### src/torque_select_pkg.sv
// Constants and types for the torque command select block.
// Assumes a single 50 MHz clock and a plain 16-bit register port.
`default_nettype none

package torque_select_pkg;

    // Register byte offsets on the plain register port
    localparam logic [15:0] ADDR_MODE = 16'h0000;
    localparam logic [15:0] ADDR_PRESET_ONE = 16'h0006;
    localparam logic [15:0] ADDR_PRESET_TWO = 16'h0008;
    localparam logic [15:0] ADDR_PRESET_THREE = 16'h000a;
    localparam logic [15:0] ADDR_STATUS = 16'h0010;
    localparam logic [15:0] ADDR_TORQUE_OUT = 16'h0012;
    localparam logic [15:0] ADDR_SPEED_ONE = 16'h001c;
    localparam logic [15:0] ADDR_SPEED_TWO = 16'h001e;
    localparam logic [15:0] ADDR_SPEED_THREE = 16'h0020;
    localparam logic [15:0] ADDR_SCALE = 16'h0024;
    localparam logic [15:0] ADDR_SMOOTH = 16'h0102;

    // Values after reset
    localparam logic [15:0] RST_SCALE = 16'h0064;
    localparam logic [15:0] RST_SMOOTH = 16'h0000;
    localparam logic [15:0] RST_PRESET = 16'h0000;
    localparam logic [3:0] RST_MODE = 4'h0;

    // Operating mode codes
    localparam logic [3:0] MODE_POSITION = 4'h0;
    localparam logic [3:0] MODE_TORQUE_ZERO = 4'h1;
    localparam logic [3:0] MODE_SPEED = 4'h2;
    localparam logic [3:0] MODE_TORQUE = 4'h3;
    localparam logic [3:0] MODE_SPEED_ZERO = 4'h4;
    localparam logic [3:0] MODE_POS_SPEED = 4'h5;
    localparam logic [3:0] MODE_POS_TORQUE = 4'h6;
    localparam logic [3:0] MODE_SPEED_TORQUE = 4'h7;

    // Ranges; torque values are in 0.1 percent of rated torque
    localparam int SCALE_MAX = 300;
    localparam int SMOOTH_MAX_MS = 1000;
    localparam int PRESET_LIMIT = 3000;
    localparam int ANALOG_FULL_MV = 10000;
    localparam int SCALE_DIVISOR = 1000;
    localparam int FILTER_FRAC_BITS = 8;

    // Filter update period
    localparam int CLK_PERIOD_NS = 20;
    localparam int FILTER_STEP_NS = 1000000;
    localparam int FILTER_TICK_CYCLES = FILTER_STEP_NS / CLK_PERIOD_NS;

    typedef enum logic [1:0] {
        LOOP_POSITION,
        LOOP_SPEED,
        LOOP_TORQUE
    } loop_type;

endpackage

`default_nettype wire

### src/torque_command_select.sv
// Torque command select: presets, scaled analog reference (smoothed for the demand, not the limit),
// torque demand or limit, and mixed operating mode switching.
// Assumes select inputs synchronous to sys_clk; analog input in signed mV.
//
// Added by the designer: the address-and-strobe port.
`default_nettype none

module torque_command_select #(
    parameter int FILTER_TICK = torque_select_pkg::FILTER_TICK_CYCLES
) (
    input wire logic sys_clk,
    input wire logic sys_rst,
    input wire logic [15:0] reg_addr,
    input wire logic [15:0] reg_wdata,
    input wire logic reg_wr,
    input wire logic reg_rd,
    output logic [15:0] reg_rdata,
    input wire logic servo_on,
    input wire logic torque_select_bit0,
    input wire logic torque_select_bit1,
    input wire logic speed_select_bit0,
    input wire logic speed_select_bit1,
    input wire logic mode_switch_input,
    input wire logic signed [15:0] analog_torque_mv,
    input wire logic signed [15:0] analog_speed_ref,
    output logic signed [15:0] torque_demand,
    output logic signed [15:0] torque_limit,
    output logic signed [15:0] speed_command,
    output logic position_from_pulses,
    output torque_select_pkg::loop_type active_loop
);
    import torque_select_pkg::*;

    ////////////////////////////////////////////////////////////////////////
    // Helpers

    function automatic logic signed [15:0] sat_signed(input logic signed [31:0] v,
                                                      input int lim);
        if (v > lim) begin
            sat_signed = 16'(lim);
        end else if (v < -lim) begin
            sat_signed = 16'(-lim);
        end else begin
            sat_signed = v[15:0];
        end
    endfunction

    function automatic logic [15:0] sat_unsigned(input logic [15:0] v, input int lim);
        sat_unsigned = (32'(v) > lim) ? 16'(lim) : v;
    endfunction

    function automatic logic signed [15:0] pick3(input logic [1:0] sel,
                                                 input logic signed [15:0] a,
                                                 input logic signed [15:0] b,
                                                 input logic signed [15:0] c);
        pick3 = (sel == 2'b01) ? a : ((sel == 2'b10) ? b : c);
    endfunction

    ////////////////////////////////////////////////////////////////////////
    // Registers

    logic [3:0] mode_ff;
    logic [15:0] scale_ff;
    logic [15:0] smooth_ff;
    logic signed [15:0] preset_one_ff, preset_two_ff, preset_three_ff;
    logic signed [15:0] speed_one_ff, speed_two_ff, speed_three_ff;
    logic [15:0] rdata_ff;
    logic signed [31:0] filt_acc_ff;
    logic [31:0] tick_cnt_ff;
    logic signed [15:0] demand_ff, limit_ff, speed_ff;
    logic pulses_ff;
    loop_type loop_ff;

    logic wr_mode, wr_scale, wr_smooth, wr_p1, wr_p2, wr_p3, wr_s1, wr_s2, wr_s3;
    assign wr_mode = reg_wr && (reg_addr == ADDR_MODE);
    assign wr_scale = reg_wr && (reg_addr == ADDR_SCALE);
    assign wr_smooth = reg_wr && (reg_addr == ADDR_SMOOTH);
    assign wr_p1 = reg_wr && (reg_addr == ADDR_PRESET_ONE);
    assign wr_p2 = reg_wr && (reg_addr == ADDR_PRESET_TWO);
    assign wr_p3 = reg_wr && (reg_addr == ADDR_PRESET_THREE);
    assign wr_s1 = reg_wr && (reg_addr == ADDR_SPEED_ONE);
    assign wr_s2 = reg_wr && (reg_addr == ADDR_SPEED_TWO);
    assign wr_s3 = reg_wr && (reg_addr == ADDR_SPEED_THREE);

    // mode code check
    // Codes outside the table, including any zero-speed/zero-torque pair, are ignored
    logic mode_ok;
    assign mode_ok = (reg_wdata[15:4] == 12'h000) && (reg_wdata[3:0] <= MODE_SPEED_TORQUE);

    logic signed [15:0] wpreset;
    assign wpreset = sat_signed(32'(signed'(reg_wdata)), PRESET_LIMIT);

    always_ff @(posedge sys_clk) begin
        if (sys_rst) begin
            mode_ff <= RST_MODE;
            scale_ff <= RST_SCALE;
            smooth_ff <= RST_SMOOTH;
            preset_one_ff <= RST_PRESET;
            preset_two_ff <= RST_PRESET;
            preset_three_ff <= RST_PRESET;
            speed_one_ff <= RST_PRESET;
            speed_two_ff <= RST_PRESET;
            speed_three_ff <= RST_PRESET;
        end else begin
            if (wr_mode && mode_ok) mode_ff <= reg_wdata[3:0];
            if (wr_scale) scale_ff <= sat_unsigned(reg_wdata, SCALE_MAX);
            if (wr_smooth) smooth_ff <= sat_unsigned(reg_wdata, SMOOTH_MAX_MS);
            if (wr_p1) preset_one_ff <= wpreset;
            if (wr_p2) preset_two_ff <= wpreset;
            if (wr_p3) preset_three_ff <= wpreset;
            if (wr_s1) speed_one_ff <= reg_wdata;
            if (wr_s2) speed_two_ff <= reg_wdata;
            if (wr_s3) speed_three_ff <= reg_wdata;
        end
    end

    ////////////////////////////////////////////////////////////////////////
    // Mode decode

    loop_type nxt_loop;
    always_comb begin
        case (mode_ff)
            MODE_SPEED, MODE_SPEED_ZERO: nxt_loop = LOOP_SPEED;
            MODE_TORQUE, MODE_TORQUE_ZERO: nxt_loop = LOOP_TORQUE;
            MODE_POS_SPEED: nxt_loop = mode_switch_input ? LOOP_SPEED : LOOP_POSITION;
            MODE_POS_TORQUE: nxt_loop = mode_switch_input ? LOOP_TORQUE : LOOP_POSITION;
            MODE_SPEED_TORQUE: nxt_loop = mode_switch_input ? LOOP_TORQUE : LOOP_SPEED;
            default: nxt_loop = LOOP_POSITION;
        endcase
    end

    ////////////////////////////////////////////////////////////////////////
    // Analog scaling and smoothing

    logic [1:0] tsel, ssel;
    assign tsel = {torque_select_bit1, torque_select_bit0};
    assign ssel = {speed_select_bit1, speed_select_bit0};

    // out-of-range input is clipped rather than trusted
    logic signed [15:0] mv_clip;
    assign mv_clip = sat_signed(32'(analog_torque_mv), ANALOG_FULL_MV);

    // volts times scale, in 0.1 percent
    logic signed [31:0] scaled_prod;
    logic signed [15:0] analog_scaled;
    assign scaled_prod = 32'(mv_clip) * $signed({16'h0000, scale_ff});
    assign analog_scaled = sat_signed(scaled_prod / SCALE_DIVISOR, PRESET_LIMIT);

    logic filt_tick;
    assign filt_tick = (tick_cnt_ff == 32'(FILTER_TICK - 1));

    logic signed [31:0] target_fx, nxt_filt_acc, filt_step;
    assign target_fx = 32'(analog_scaled) <<< FILTER_FRAC_BITS;
    assign filt_step = (target_fx - filt_acc_ff) / $signed({16'h0000, smooth_ff});
    // first-order step once per millisecond; zero bypasses
    // Snap once the step truncates to zero, else the output stalls short of the target
    assign nxt_filt_acc = (smooth_ff == 16'h0000) ? target_fx :
        (!filt_tick ? filt_acc_ff :
         ((filt_step == 32'sh00000000) ? target_fx : filt_acc_ff + filt_step));

    always_ff @(posedge sys_clk) begin
        if (sys_rst) begin
            tick_cnt_ff <= 32'h00000000;
            filt_acc_ff <= 32'h00000000;
        end else begin
            tick_cnt_ff <= filt_tick ? 32'h00000000 : tick_cnt_ff + 32'h00000001;
            filt_acc_ff <= nxt_filt_acc;
        end
    end

    logic signed [15:0] analog_filtered;
    assign analog_filtered = (smooth_ff == 16'h0000) ? analog_scaled :
        16'(filt_acc_ff >>> FILTER_FRAC_BITS);

    ////////////////////////////////////////////////////////////////////////
    // Command selection

    logic signed [15:0] torque_preset, torque_sel, speed_sel;
    logic signed [15:0] nxt_demand, nxt_limit, nxt_speed;
    assign torque_preset = pick3(tsel, preset_one_ff, preset_two_ff, preset_three_ff);
    // zero or analog at code 00
    assign torque_sel = (tsel != 2'b00) ? torque_preset :
        ((mode_ff == MODE_TORQUE_ZERO) ? 16'sh0000 : analog_filtered);
    assign speed_sel = (ssel == 2'b00) ? analog_speed_ref :
        pick3(ssel, speed_one_ff, speed_two_ff, speed_three_ff);

    // commands only while the servo is on
    assign nxt_demand = (servo_on && nxt_loop == LOOP_TORQUE) ? torque_sel : 16'sh0000;
    // analog limit; selected command limits in speed loop
    assign nxt_limit = (!servo_on || nxt_loop == LOOP_TORQUE) ? 16'sh0000 :
        ((nxt_loop == LOOP_SPEED && tsel != 2'b00) ? torque_preset : analog_scaled);
    assign nxt_speed = (servo_on && nxt_loop == LOOP_SPEED) ? speed_sel : 16'sh0000;

    // outputs follow inputs at the next edge and hold
    always_ff @(posedge sys_clk) begin
        if (sys_rst) begin
            demand_ff <= 16'sh0000;
            limit_ff <= 16'sh0000;
            speed_ff <= 16'sh0000;
            pulses_ff <= 1'b0;
            loop_ff <= LOOP_POSITION;
        end else begin
            demand_ff <= nxt_demand;
            limit_ff <= nxt_limit;
            speed_ff <= nxt_speed;
            pulses_ff <= servo_on && (nxt_loop == LOOP_POSITION);
            loop_ff <= nxt_loop;
        end
    end

    assign torque_demand = demand_ff;
    assign torque_limit = limit_ff;
    assign speed_command = speed_ff;
    assign position_from_pulses = pulses_ff;
    assign active_loop = loop_ff;

    ////////////////////////////////////////////////////////////////////////
    // Register read port

    logic [15:0] nxt_rdata;
    always_comb begin
        if (!reg_rd) begin
            nxt_rdata = 16'h0000;
        end else if (reg_addr == ADDR_MODE) begin
            nxt_rdata = {12'h000, mode_ff};
        end else if (reg_addr == ADDR_SCALE) begin
            nxt_rdata = scale_ff;
        end else if (reg_addr == ADDR_SMOOTH) begin
            nxt_rdata = smooth_ff;
        end else if (reg_addr == ADDR_PRESET_ONE) begin
            nxt_rdata = preset_one_ff;
        end else if (reg_addr == ADDR_PRESET_TWO) begin
            nxt_rdata = preset_two_ff;
        end else if (reg_addr == ADDR_PRESET_THREE) begin
            nxt_rdata = preset_three_ff;
        end else if (reg_addr == ADDR_SPEED_ONE) begin
            nxt_rdata = speed_one_ff;
        end else if (reg_addr == ADDR_SPEED_TWO) begin
            nxt_rdata = speed_two_ff;
        end else if (reg_addr == ADDR_SPEED_THREE) begin
            nxt_rdata = speed_three_ff;
        end else if (reg_addr == ADDR_STATUS) begin
            nxt_rdata = {11'h000, pulses_ff, tsel, loop_ff};
        end else if (reg_addr == ADDR_TORQUE_OUT) begin
            nxt_rdata = demand_ff;
        end else begin
            nxt_rdata = 16'h0000;
        end
    end

    always_ff @(posedge sys_clk) begin
        if (sys_rst) begin
            rdata_ff <= 16'h0000;
        end else begin
            rdata_ff <= nxt_rdata;
        end
    end
    assign reg_rdata = rdata_ff;
endmodule

`default_nettype wire

### config.mk
export PLATFORM = sky130hd
export DESIGN_NAME = torque_command_select
export DESIGN_NICKNAME = d
export VERILOG_FILES = /design/src/torque_select_pkg.sv /design/src/torque_command_select.sv
export SDC_FILE = /design/constraint.sdc
export NUM_CORES = 2
export LEC_CHECK = 0
export BUFFER_PORTS_ARGS = -buffer_cell sky130_fd_sc_hd__buf_4
export CELL_PAD_IN_SITES_DETAIL_PLACEMENT = 1
export CELL_PAD_IN_SITES_GLOBAL_PLACEMENT = 1
export CORE_MARGIN = 5
export CORE_UTILIZATION = 40
export CTS_CLUSTER_SIZE = 40
export DETAILED_ROUTE_END_ITERATION = 8
export PLACE_DENSITY_LB_ADDON = 0.1
export SYNTH_ARGS = -nofsm -noshare
export SYNTH_HDL_FRONTEND = slang
export SYNTH_SLANG_ARGS = --single-unit
### constraint.sdc
create_clock -name sys_clk -period 306.3 [get_ports sys_clk]
set_input_delay 15.315 -clock sys_clk [delete_from_list [all_inputs] [get_ports sys_clk]]
set_output_delay 15.315 -clock sys_clk [all_outputs]
set_load 0.02 [all_outputs]
==> impl_results.md <==
* Clock Path Buffers at 3
* CTS Hold Bufs at 0
* Synthesized area per cell at 7.35 µm²
* Final period util at between 60% and 70%
* Register area share after synthesis at 9.12%
* Die height at about 390 µm
* Mapped Nets at 8701
* Die X at just under 400 µm
* #FFs+latches synth at approximately 260
* DPL Wire Length at between 150000 and 200000 µm
* Crit. End Element: flop
* Arr. time, crit path at 193630 ps
* Clock transition at path regs at roughly 60 ps
* Slowest-stage cell, CP: nor2b_1
* Relative slew slack at 11.4%
* WS Path Type: input port to flop
* CTS Root Cell: clkbuf_16
* Ys async rst share at 0%
* Crit path top cell by count: a21oi_1
* IO Count at about 140
* Compound-cell area share of the yosys netlist at between 20% and 30%
* CTS tree: yes
* Post-Syn Area at between 50000 and 60000 µm²
* # setup viols final at 0
* Critical path peak fanout at 49
* Delay-heaviest family, CP: compound AO/OA/AOI/OAI gates
* DRT iter0 DRCs at between 4000 and 5000
* Core box area at roughly 140000 µm²
* Diode count at 0
* FILL cells at about 18000
* Layout cell share with drive strength beyond 1 at under 10%
* First-pass GRT wire length at 361000 µm
* Fin crit period at around 190000 ps
* DR WL/cell at about 24 µm
* Setup TNS at 0 ps
* Vias at about 60000
* CTS resizes at 0
* Rows at about 140
* NumNets Final at 8652
* Post-route ant nets at 0
* Combinational family with the most area after synthesis: compound AO/OA/AOI/OAI gates
* Die ar. at ~150000 µm²
* DRC at 0
* Final hold vios at 0
* Overall routing resource usage at 29.3%
* CTS Sinks at 263
* Min-Delay Path Class: flop to flop
* RSZ-0062 raised after global routing: false
* Clk_skew at between 40 and 50 ps
* Top FF cell, synth: dfxtp_1
* Fmax at between 5 and 6 MHz
* Synth cell types at between 150 and 200
* Worst endpoint required time at roughly 310000 ps
* Htree depth at 2
* Worst slew pin tran at roughly 1300 ps
* Max incr delay on CP at just over 1000 ps
* Grt ovf at 0
* WHS at around 470 ps
* Initial Util at approximately two fifths
* Vias in the first global route at just over 60000
* Post-synthesis mux area share at 3.53%
* Max-slew violation total from the final report at 0
* Worst path bufs/invs at 183
* Post-CTS Setup Bufs at 0
* Largest registers: filt_acc_ff (32), tick_cnt_ff (32)
* EDFF count, synth at 0
* Largest net degree at the start of global routing at 72
* Number of max-cap violations at 0
* WL final at 232000 µm
* RePlAce Congestion at 0.943
* IO Port Bufs at between 100 and 150
* Initial antenna violation count at 3
* Detailed-router iteration count before antenna repair at 7
* Area Growth Syn to Fin at 6.75%
* XOR/XNOR share of the synthesized area at 7.91%
* Clock latency at the later pin of the worst-skew pair at roughly 600 ps
* Post-synthesis adder-cell area fraction at between 10% and 20%
* Via density at 6.23
* TritonCTS Buffers at 36
* Mapped Cells at about 7900
* Status: finished, final reports clean
* Startpoint Class: input port
* Simple-Gate Fraction of Synth Area at 24.9%
* YS warnings at 0
[metrics by stage]
stage | cell area (µm²) | utilization [%] | setup slack (ps) | cells
after global routing | 61700 | 43.0 | 96810 | 9743
final | 61700 | 43.0 | 113170 | 9743
after floorplan | 57800 | - | 138120 | 7863
after global placement | 60400 | 42.1 | 123210 | 9679
after detailed placement | 60400 | 42.1 | 115660 | 9679
after CTS | 61700 | 43.0 | 115520 | 9743
[kinds of logic (layout without fill, tap and decap cells)]
| family | after synthesis | after routing |
|---|---|---|
| simple gates | 2908 | 2908 |
| fa+ha+maj | 771 | 771 |
| buf+inv | 886 | 863 |
| mux | 167 | 167 |
| flops | 263 | 263 |
| xor+xnor | 515 | 515 |
| compound gates | 2353 | 2353 |
[worst register-to-register path: cells and delay by family (launching register included)]
| family | cells | cell delay, ps |
|---|---|---|
| adder cells (fa/ha/maj) | 44 | 15310 |
| multiplexers | 4 | 1420 |
| AO/OA/AOI/OAI | 456 | 107470 |
| flip-flops | 1 | 1020 |
| AND/OR/NAND/NOR | 185 | 36110 |
| buffers and inverters | 162 | 13870 |
| XOR/XNOR | 6 | 1240 |
[per-layer routing]
metal / vias to the layer above / wire (µm) / share of wire, % / global-route usage [%]
li1: 28462 / - / - / -
met1: 30332 / 111000 / 48 / 42.0
met2: 1604 / 102000 / 44 / 46.8
met3: 293 / 12600 / 5.4 / 3.26
met4: 0 / 6460 / 2.8 / 7.30
met5: - / 0 / 0 / 0
[cells in the final DEF, fill, tap and decap left out, drive strengths merged, types with 75 or more instances in the layout]
cell,n
nor2,792
nor3,296
a21o,133
and3,99
nand2,772
o31ai,75
fa,195
a211oi,99
and2,177
inv,541
a31oi,116
or3,96
ha,569
o21ai,296
nand3,188
o21a,193
dfxtp,263
xnor2,303
o211ai,89
nor2b,87
mux2,77
a21oi,715
xor2,212
buf,259
nand4,83
[area by class of cell]
| class | count | area (µm²) | area share [%] |
|---|---|---|---|
| clock buffers | 47 | 1010 | 1.64 |
| clock inverters | 17 | 246 | 0.400 |
| inverters | 540 | 2030 | 3.29 |
| multi-input cells | 6714 | 48800 | 79.1 |
| flip-flops and latches | 263 | 5270 | 8.54 |
| well taps | 1903 | 2380 | 3.86 |
| repair buffers | 259 | 1940 | 3.15 |
[cells in the mapped netlist (all sizes together) (64+ instances only)]
master  instances  share of area [%]
o31ai          75                1.1
nor2b          87               0.94
and2          177                1.9
mux2i          74                1.4
o21ai         296                2.6
o211ai         89                1.3
a211oi         99                1.4
nand4          83               0.96
nor3          296                2.8
or3            96                1.1
buf           116                1.4
ha            569                 12
or2            64               0.70
fa            195                6.8
clkbuf        224                1.6
xor2          212                3.2
a21oi         715                6.3
nand2         772                5.0
xnor2         303                4.7
nor4           70               0.90
nand3         188                1.7
inv           540                3.5
a31oi         116                1.4
nor2          792                5.2
a21o          133                1.8
mux2           77                1.5
o21a          193                2.5
nand2b         70               0.77
dfxtp         263                9.1
and3           99                1.1
[path summary, 6_finish.rpt]
kind | start | end | slack (ps) | depth (start not counted)
worst min-delay path | preset_three_ff[14] | preset_three_ff[14] | 470 | 2
worst max-delay path | analog_torque_mv[4] | filt_acc_ff[31] | 113170 | 917
worst max register to register | scale_ff[6] | filt_acc_ff[31] | 129710 | 857
worst min register to register | preset_three_ff[14] | preset_three_ff[14] | 470 | 2
Power is not shown: default switching activity piles up to over one toggle a cycle in this logic, so the estimate is an artifact.
